### src/ir_remote_pkg.sv
// Constants shared by the infrared remote compare-buffer block.
// Operation
// - Buffer disabled: compare counter with written lengths
// - Buffer enabled: compare counter with shadow buffers
// - Busy set on write while buffer enabled, cleared on transfer
// - Data length busy, bit 9, blocks writes
// - Carrier length busy, bit 8, blocks writes
// - Reset initialises run, count, flags
package ir_remote_pkg;
    localparam int          LEN_WIDTH       = 16;
    localparam logic [15:0] LEN_RESET       = 16'h0000;
    localparam logic [15:0] COUNT_RESET     = 16'h0000;
    localparam int          BUSY_AP_BIT     = 8;
    localparam int          BUSY_DB_BIT     = 9;
    localparam int          STATUS_WIDTH    = 16;
    typedef enum logic [1:0] {
        st_idle,
        st_run,
        st_done
    } run_state_t;
endpackage : ir_remote_pkg

### src/length_buffer.sv
// One compare-length register with its shadow buffer and busy flag.
`timescale 1ns/10ps
`default_nettype none
module length_buffer
    import ir_remote_pkg::*;
#(
    parameter int WIDTH = LEN_WIDTH
) (
    input  wire logic             clk,
    input  wire logic             rst,
    input  wire logic             buffer_enable,
    input  wire logic             wr_en,
    input  wire logic [WIDTH-1:0] wr_data,
    input  wire logic             match,
    output logic      [WIDTH-1:0] written_value,
    output logic      [WIDTH-1:0] compare_value,
    output logic                  busy
);
    logic [WIDTH-1:0] value_reg;
    logic [WIDTH-1:0] shadow_reg;
    logic             busy_reg;
    logic             accept;

    assign accept = wr_en && !(buffer_enable && busy_reg);

    always_ff @(posedge clk) begin
        if (rst) begin
            value_reg <= LEN_RESET;
        end else if (accept) begin
            value_reg <= wr_data;
        end
    end

    // Shadow loads at a buffered match; a write in the same cycle is refused, since busy still blocks it.
    always_ff @(posedge clk) begin
        if (rst) begin
            shadow_reg <= LEN_RESET;
            busy_reg   <= 1'b0;
        end else if (!buffer_enable) begin
            shadow_reg <= value_reg;
            busy_reg   <= 1'b0;
        end else if (accept) begin
            busy_reg   <= 1'b1;
        end else if (busy_reg && match) begin
            shadow_reg <= value_reg;
            busy_reg   <= 1'b0;
        end
    end

    assign written_value = value_reg;
    assign compare_value = buffer_enable ? shadow_reg : value_reg;
    assign busy          = busy_reg;
endmodule : length_buffer
`default_nettype wire

### src/ir_remote_unit.sv
// Counter, compare and output stage of the infrared remote transmitter.
`timescale 1ns/10ps
`default_nettype none
module ir_remote_unit
    import ir_remote_pkg::*;
#(
    parameter int WIDTH = LEN_WIDTH
) (
    input  wire logic                    clk,
    input  wire logic                    rst,
    input  wire logic                    counter_run,
    input  wire logic                    preset,
    input  wire logic                    one_shot,
    input  wire logic                    counter_reset_bit,
    input  wire logic                    compare_buffer_enable,
    input  wire logic                    carrier_modulation_enable,
    input  wire logic                    output_invert,
    input  wire logic                    carrier_in,
    input  wire logic                    data_bit_in,
    input  wire logic                    carrier_pattern_length_we,
    input  wire logic [WIDTH-1:0]        carrier_pattern_length,
    input  wire logic                    data_bit_length_we,
    input  wire logic [WIDTH-1:0]        data_bit_length,
    input  wire logic                    irq_clear_ap,
    input  wire logic                    irq_clear_db,
    output logic      [WIDTH-1:0]        carrier_pattern_length_reg,
    output logic      [WIDTH-1:0]        data_bit_length_reg,
    output logic      [WIDTH-1:0]        data_bit_count,
    output logic      [STATUS_WIDTH-1:0] status_flag_reg,
    output logic                         ir_out
);
    logic [WIDTH-1:0] count_reg;
    logic [WIDTH-1:0] ap_written;
    logic [WIDTH-1:0] db_written;
    logic [WIDTH-1:0] ap_cmp;
    logic [WIDTH-1:0] db_cmp;
    logic             ap_busy;
    logic             db_busy;
    logic             match_ap;
    logic             match_db;
    logic             running_reg;
    logic             db_flag_reg;
    logic             ap_flag_reg;
    logic             out_reg;
    logic [WIDTH-1:0] ap_len_reg;
    logic [WIDTH-1:0] db_len_reg;
    logic [WIDTH-1:0] count_out_reg;
    logic [STATUS_WIDTH-1:0] status_next;
    logic [STATUS_WIDTH-1:0] status_reg;
    run_state_t       state_reg;

    // ********************************************************************
    // Compare buffers
    // ********************************************************************
    length_buffer #(.WIDTH(WIDTH)) ap_buffer (
        .clk           (clk),
        .rst           (rst),
        .buffer_enable (compare_buffer_enable),
        .wr_en         (carrier_pattern_length_we),
        .wr_data       (carrier_pattern_length),
        .match         (match_ap),
        .written_value (ap_written),
        .compare_value (ap_cmp),
        .busy          (ap_busy)
    );

    length_buffer #(.WIDTH(WIDTH)) db_buffer (
        .clk           (clk),
        .rst           (rst),
        .buffer_enable (compare_buffer_enable),
        .wr_en         (data_bit_length_we),
        .wr_data       (data_bit_length),
        .match         (match_db),
        .written_value (db_written),
        .compare_value (db_cmp),
        .busy          (db_busy)
    );

    assign match_ap = (state_reg == st_run) && (count_reg == ap_cmp);
    assign match_db = (state_reg == st_run) && (count_reg == db_cmp);

    // ********************************************************************
    // Counter and run control
    // ********************************************************************
    // The counter restarts at each data-bit match; one-shot stops after one bit.
    always_ff @(posedge clk) begin
        if (rst || counter_reset_bit) begin
            state_reg <= st_idle;
            count_reg <= COUNT_RESET;
        end else begin
            case (state_reg)
                st_idle: begin
                    if (counter_run) begin
                        state_reg <= st_run;
                        count_reg <= preset ? db_cmp : COUNT_RESET;
                    end
                end
                st_run: begin
                    if (!counter_run) begin
                        state_reg <= st_idle;
                    end else if (match_db) begin
                        count_reg <= COUNT_RESET;
                        if (one_shot) begin
                            state_reg <= st_done;
                        end
                    end else begin
                        count_reg <= count_reg + 1'b1;
                    end
                end
                st_done: begin
                    state_reg <= st_done;
                end
                default: begin
                    state_reg <= st_idle;
                end
            endcase
        end
    end

    // ********************************************************************
    // Flags
    // ********************************************************************
    always_ff @(posedge clk) begin
        if (rst) begin
            running_reg <= 1'b0;
            db_flag_reg <= 1'b0;
            ap_flag_reg <= 1'b0;
        end else begin
            running_reg <= (state_reg == st_run);
            db_flag_reg <= match_db || (db_flag_reg && !irq_clear_db);
            ap_flag_reg <= match_ap || (ap_flag_reg && !irq_clear_ap);
        end
    end

    always_comb begin
        status_next              = '0;
        status_next[BUSY_AP_BIT] = ap_busy;
        status_next[BUSY_DB_BIT] = db_busy;
        status_next[2]           = running_reg;
        status_next[1]           = ap_flag_reg;
        status_next[0]           = db_flag_reg;
    end

    // ********************************************************************
    // Output stage
    // ********************************************************************
    // Output inversion is expected off when modulation is off.
    always_ff @(posedge clk) begin
        if (rst) begin
            out_reg       <= 1'b0;
            ap_len_reg    <= LEN_RESET;
            db_len_reg    <= LEN_RESET;
            count_out_reg <= COUNT_RESET;
            status_reg    <= '0;
        end else begin
            out_reg       <= (data_bit_in && (carrier_in || !carrier_modulation_enable))
                             ^ output_invert;
            ap_len_reg    <= ap_written;
            db_len_reg    <= db_written;
            count_out_reg <= count_reg;
            status_reg    <= status_next;
        end
    end

    assign ir_out                     = out_reg;
    assign carrier_pattern_length_reg = ap_len_reg;
    assign data_bit_length_reg        = db_len_reg;
    assign data_bit_count             = count_out_reg;
    assign status_flag_reg            = status_reg;
endmodule : ir_remote_unit
`default_nettype wire

### config.mk
export PLATFORM = sky130hd
export DESIGN_NAME = ir_remote_unit
export DESIGN_NICKNAME = d
export VERILOG_FILES = /design/src/ir_remote_pkg.sv /design/src/length_buffer.sv /design/src/ir_remote_unit.sv
export SDC_FILE = /design/constraint.sdc
export NUM_CORES = 1
export LEC_CHECK = 0
export ABC_CLOCK_PERIOD_IN_PS = 3530
export BUFFER_PORTS_ARGS = -buffer_cell sky130_fd_sc_hd__buf_2
export CAP_MARGIN = 30
export CORE_MARGIN = 2
export CORE_UTILIZATION = 30
export CTS_CLUSTER_DIAMETER = 150
export CTS_CLUSTER_SIZE = 24
export DETAILED_ROUTE_END_ITERATION = 10
export GPL_TIMING_DRIVEN = 0
export PLACE_DENSITY = 0.53
export SLEW_MARGIN = 30
export SYNTH_ARGS = -nofsm -noshare
export SYNTH_HDL_FRONTEND = slang
export SYNTH_HIERARCHICAL = 1
export SYNTH_SLANG_ARGS = --single-unit
### constraint.sdc
create_clock -name clk -period 3.53 [get_ports clk]
set_input_delay 0.5295 -clock clk [delete_from_list [all_inputs] [get_ports clk]]
set_output_delay 0.5295 -clock clk [all_outputs]
set_load 0.01 [all_outputs]
-- Yosys cells after proc, flatten, opt, wreduce, memory -nomap -nowiden
Cells that the tools add are included.
- register bits after elaboration: 152
- bits of input ports: 47
- output and inout port bits: 65
- word-level logic and storage cells: 83
- add/subtract/negate cells: 1
- equal/unequal tests: 12
- multiplexer cells: 22
- bitwise operators: 2
- reduce and logical (&&, ||, !) cells: 29
- operators by type and width (kind ; number):
    2-to-1 mux 16 bit ; 12
    == test 16 bit ; 2
    case mux 16 bit (2 select lines) ; 1
    adder 16 x 1 -> 16 bit, second input constant ; 1
    logical AND 1 bit ; 11
    2-to-1 mux 2 bit ; 4
    inequality test 2 bit, second input constant ; 4
    case mux 2 bit (3 select lines) ; 1
    AND reduction 3 bit ; 2
    nonzero test 2 bit ; 3
    logical NOT 1 bit ; 5
    logical OR 1 bit ; 4
    2-to-1 mux 1 bit ; 4
    inequality test 2 x 1 -> 1 bit, second input constant ; 2
    AND reduction 2 bit ; 2
    inequality test 3 x 2 -> 1 bit, second input constant ; 1
    inequality test 3 bit, second input constant ; 1
    == test 2 x 1 -> 1 bit, second input constant ; 1
    == test 2 bit, second input constant ; 1
    logical NOT 2 bit ; 1
    OR reduction 2 bit ; 1
    inverter 1 bit ; 1
    bitwise XOR 1 bit ; 1

-- Longest topological paths before layout
- depth in word-level cells: 7
- mapped depth: 13
- mapped depth without buffers: 7

-- By module
The synthesis kept the hierarchy.
- modules (own cells, without submodules) (module ; instances ; cells each ; area each (um2) ; sequential area each (um2)):
    length_buffer ; 2 ; 144 ; 1597.8 ; 660.6
    ir_remote_unit ; 1 ; 336 ; 3170.5 ; 1501.4

-- Least setup slack after synthesis
No wires, ideal clock.
- path kind: input -> register
- start: input compare_buffer_enable
- end: register db_buffer.shadow_reg[10]
- setup time: 0.118 ns
- arrival: 2.709 ns
- data required time: 3.412 ns
- setup slack: 0.703 ns
- stages on the path: 13
- buffers on the path: 6
- cells stage by stage: buf_6 > buf_2 > mux2_2 > xor2_1 > nor4_1 > nand4_1 > buf_2 > buf_2 > nor2_1 > a21boi_4 > buf_6 > buf_12 > mux2i_1
- cells in the longest elaborated chain, start to end: 6
- elaborated cells between the ends (all ways): 11
- those cells by class: eq/ne (3); mux (2); reduce/logical (6)
- ends and longest elaborated chain (what ; RTL line ; source):
    from (decl) ; ir_remote_unit.sv:15 ; input wire logic compare_buffer_enable,
    2-to-1 mux 16 bit ; length_buffer.sv:51 ; assign compare_value = buffer_enable ? shadow_reg : value_reg;
    net db_cmp[1] ; ir_remote_unit.sv:36 ; logic [WIDTH-1:0] db_cmp;
    == test 16 bit ; ir_remote_unit.sv:80 ; assign match_db = (state_reg == st_run) && (count_reg == db_cmp);
    logical AND 1 bit ; ir_remote_unit.sv:80 ;
    net match_db ; ir_remote_unit.sv:40 ; logic match_db;
    logical AND 1 bit ; length_buffer.sv:44 ; end else if (busy_reg && match) begin
    inequality test 2 x 1 -> 1 bit (no source line) ; n/a ;
    AND reduction 2 bit (no source line) ; n/a ;
    to (signal assigned) ; length_buffer.sv:40 ; shadow_reg <= value_reg;
    to (signal assigned) ; length_buffer.sv:45 ; shadow_reg <= value_reg;
    to (decl) ; length_buffer.sv:20 ; logic [WIDTH-1:0] shadow_reg;
The timed path passes the listed nets, and every way through them passes these cells.
A chain may end at the register's enable or synchronous reset.

-- Final worst setup path
Same ends and word-level chain as after synthesis.

==> results_dict.tcl <==
set metrics [dict create \
    status "completed" \
    design_area_sq_mm 0.00788 \
    first_iter_violations 208 \
    final-seq-area_sq_mm 0.00282 \
    crit_cells 13 \
    fp.dieH_um 150 \
    r2r-start "db_buffer/written_value[1]$_SDFFE_PP0P_" \
    cts_hold_buf 0 \
    grt_pass1_wl_um 25500 \
    maxCapViolations 0 \
    rows 53 \
    fin_ws_ps 525 \
    grt.overflow.total 0 \
    crit_top_cell "buf_2" \
    grt_usage_pct 15.1 \
    insertedDiodeCount 0 \
    cts_root_buf "clkbuf_16" \
    dieArea_sq_mm 0.0224 \
    endpoint_kind "register" \
    peakVddDrop_mv 0.323 \
    fillCellCount 2148 \
    syn-instance-count 624 \
    via_count 4617 \
    rsz0062_at_grt "false" \
    synth-seq-cells 141 \
    multiInputGateArea_sq_mm 0.00317 \
    synthToLayoutAreaGrowth_pct 23.7 \
    wirelength_um 16500 \
    arrival_ps 3320 \
    cp.required_ps 3840 \
    skew_ps 7.11 \
    syn_area_per_cell_sq_um 10.2 \
    drc_errors 0 \
    post-cts-setup-buffers 0 \
    path_delay_family "buffers and inverters" \
    wire_per_inst_um 15.8 \
    initial_utilization_pct 30.4 \
    place_area_sq_mm 0.00724 \
    post-place-ws_ps 116 \
    r2r_setup_slack_ps 840 \
    cp_num_buf_inv 6 \
    critical_path_peak_fanout 10 \
    first_global_vias 4580 \
    setup_tns_ps 0 \
    worstSetupEndpoint "db_buffer/shadow_reg[10]$_SDFFE_PP0P_" \
    clock-sinks 141 \
    port_buffers 99 \
    timing.final.crit_share_pct 85.1 \
    dr.pass1.iters 6 \
    holdWs_ps 343 \
    io_pins 112 \
    core_area_sq_mm 0.0210 \
    crit_path_top_delay_cell "nor4_1" \
    grt_antenna_before_repair 1 \
    clk_latency_ps 430 \
    grt_max_degree 17 \
    tightest_slew_ps 695 \
    drive_above_1_share_pct 27.7 \
    synthArstFlopShare_pct 0 \
    crit_path_cell_trace "buf_6 -> buf_2 -> mux2_2 -> xor2_1 -> nor4_1 -> nand4_1 -> buf_2 -> buf_2 -> nor2_1 -> a21boi_4 -> buf_6 -> buf_12 -> mux2i_1" \
    drv_slew 0 \
    startpoint "compare_buffer_enable" \
    fmax_mhz 333 \
    cts_buffer_depth 2 \
    crit_type "in2reg" \
    mostFrequentLayoutCell "dfxtp_1" \
    hp-class "in2reg" \
    via_per_inst 4.44 \
    synth_edf_count 0 \
    synth_ff_type "dfxtp_1" \
    netlist_area_sq_mm 0.00637 \
    min-delay-start "output_invert" \
    p_leak_nw 3.51 \
    die_x_um 150 \
    period_needed_ps 3010 \
    final_nets 800 \
    cts_tree "done" \
    final_cell_mix "dfxtp_1, buf_2, nand2b_1, mux2i_1, nor2b_1" \
    hpwl_um 12000 \
    yosysWarnings 6 \
    numCtsBuffers 17 \
    r2r_cells 11 \
    timing.rr.end "db_buffer/shadow_reg[10]$_SDFFE_PP0P_" \
    report.final.hold_viol_count 0 \
    ant_nets 0 \
    place_congestion 0.864 \
    relSlewSlack_pct 53.7 \
    cp_slowest_stage_delay_ps 430 \
    synth_cell_type_count 45 \
    clkTransAtPathRegs_ps 60 \
    p_per_area_mw_per_mm2 507 \
    cts_resized 0 \
    yosysSeqAreaShare_pct 44.3 \
    start_kind "input pin" \
    h-tree-depth 4 \
    setup_viol 0 \
]
-- how the worst min path moves through the flow --
stage,end,slack (ps),cells past startpoint
finish,ir_out$_SDFF_PP0_,340,3
global route,db_buffer/written_value[8]$_SDFFE_PP0P_,360,3
CTS,ir_out$_SDFF_PP0_,330,3
detailed placement,status_flag_reg[0]$_SDFF_PP0_,420,2
global placement,status_flag_reg[0]$_SDFF_PP0_,420,2
floorplan,status_flag_reg[0]$_SDFF_PP0_,410,2
-- routing by layer --
metal | global-route usage, % | vias up | share of wire, %
li1 | - | 2351 | -
met1 | 20.2 | 2090 | 49
met2 | 22.9 | 142 | 43
met3 | 3.72 | 32 | 5.1
met4 | 7.08 | 2 | 2.8
met5 | 0 | - | 0.079
-- report_power, final --
part	leakage, nW	internal (mW)	switching, mW
sequential	1.15	1.65	0.0329
clock	0.307	1.20	0.725
combinational	2.05	0.181	0.209
total	3.51	3.03	0.967
-- per-stage QoR --
step | total power [mW] | utilization, % | instances
2_1_floorplan | 1.98 | - | 634
5_1_grt | 4.14 | 37.6 | 1040
3_5_place_dp | 2.11 | 34.6 | 1008
3_3_place_gp | 2.11 | 34.6 | 1008
6_report | 4.00 | 37.6 | 1040
4_1_cts | 4.04 | 37.6 | 1040
-- cell type report --
type	count	share of cell area, %
inverter	3	0.143
multi-input combinational	432	40.2
clock inverter	11	1.95
clock buffer	21	6.10
tap	275	4.37
sequential	141	35.8
buffer	58	5.07
timing repair buffer	99	6.29
-- Yosys cell counts (12+ instances only) --
cell type | count | area share [%]
nand3_1 | 19 | 1.5
mux2i_1 | 64 | 10
a21oi_1 | 13 | 1.0
nand2b_1 | 99 | 9.7
mux2_2 | 35 | 6.2
xor2_1 | 33 | 4.5
nand2_1 | 14 | 0.83
nor2b_1 | 59 | 5.8
dfxtp_1 | 141 | 44
clkbuf_1 | 21 | 1.2
buf_6 | 12 | 2.1
buf_4 | 12 | 1.4
-- worst reg2reg max path, cell delays in order (launching register included) --
cell	delay, ps
dfxtp_1	320
mux2_2	300
xor2_1	160
nor4_1	430
nand4_1	160
buf_2	230
buf_2	230
nor2_1	240
a21boi_4	80
buf_6	150
buf_12	150
mux2i_1	120
-- cell families (layout without fill, tap and decap cells) --
kind of cell | count (synthesis) | after routing | share of synthesized area, %
other cells | 1 | 11 | 0.0589
buf+inv | 61 | 192 | 6.45
fa+ha+maj | 1 | 1 | 0.197
simple gates | 233 | 233 | 22.0
xor+xnor | 34 | 34 | 4.68
mux | 99 | 99 | 16.3
compound gates | 54 | 54 | 6.03
flops | 141 | 141 | 44.3
(Power assumes the default switching activity.)
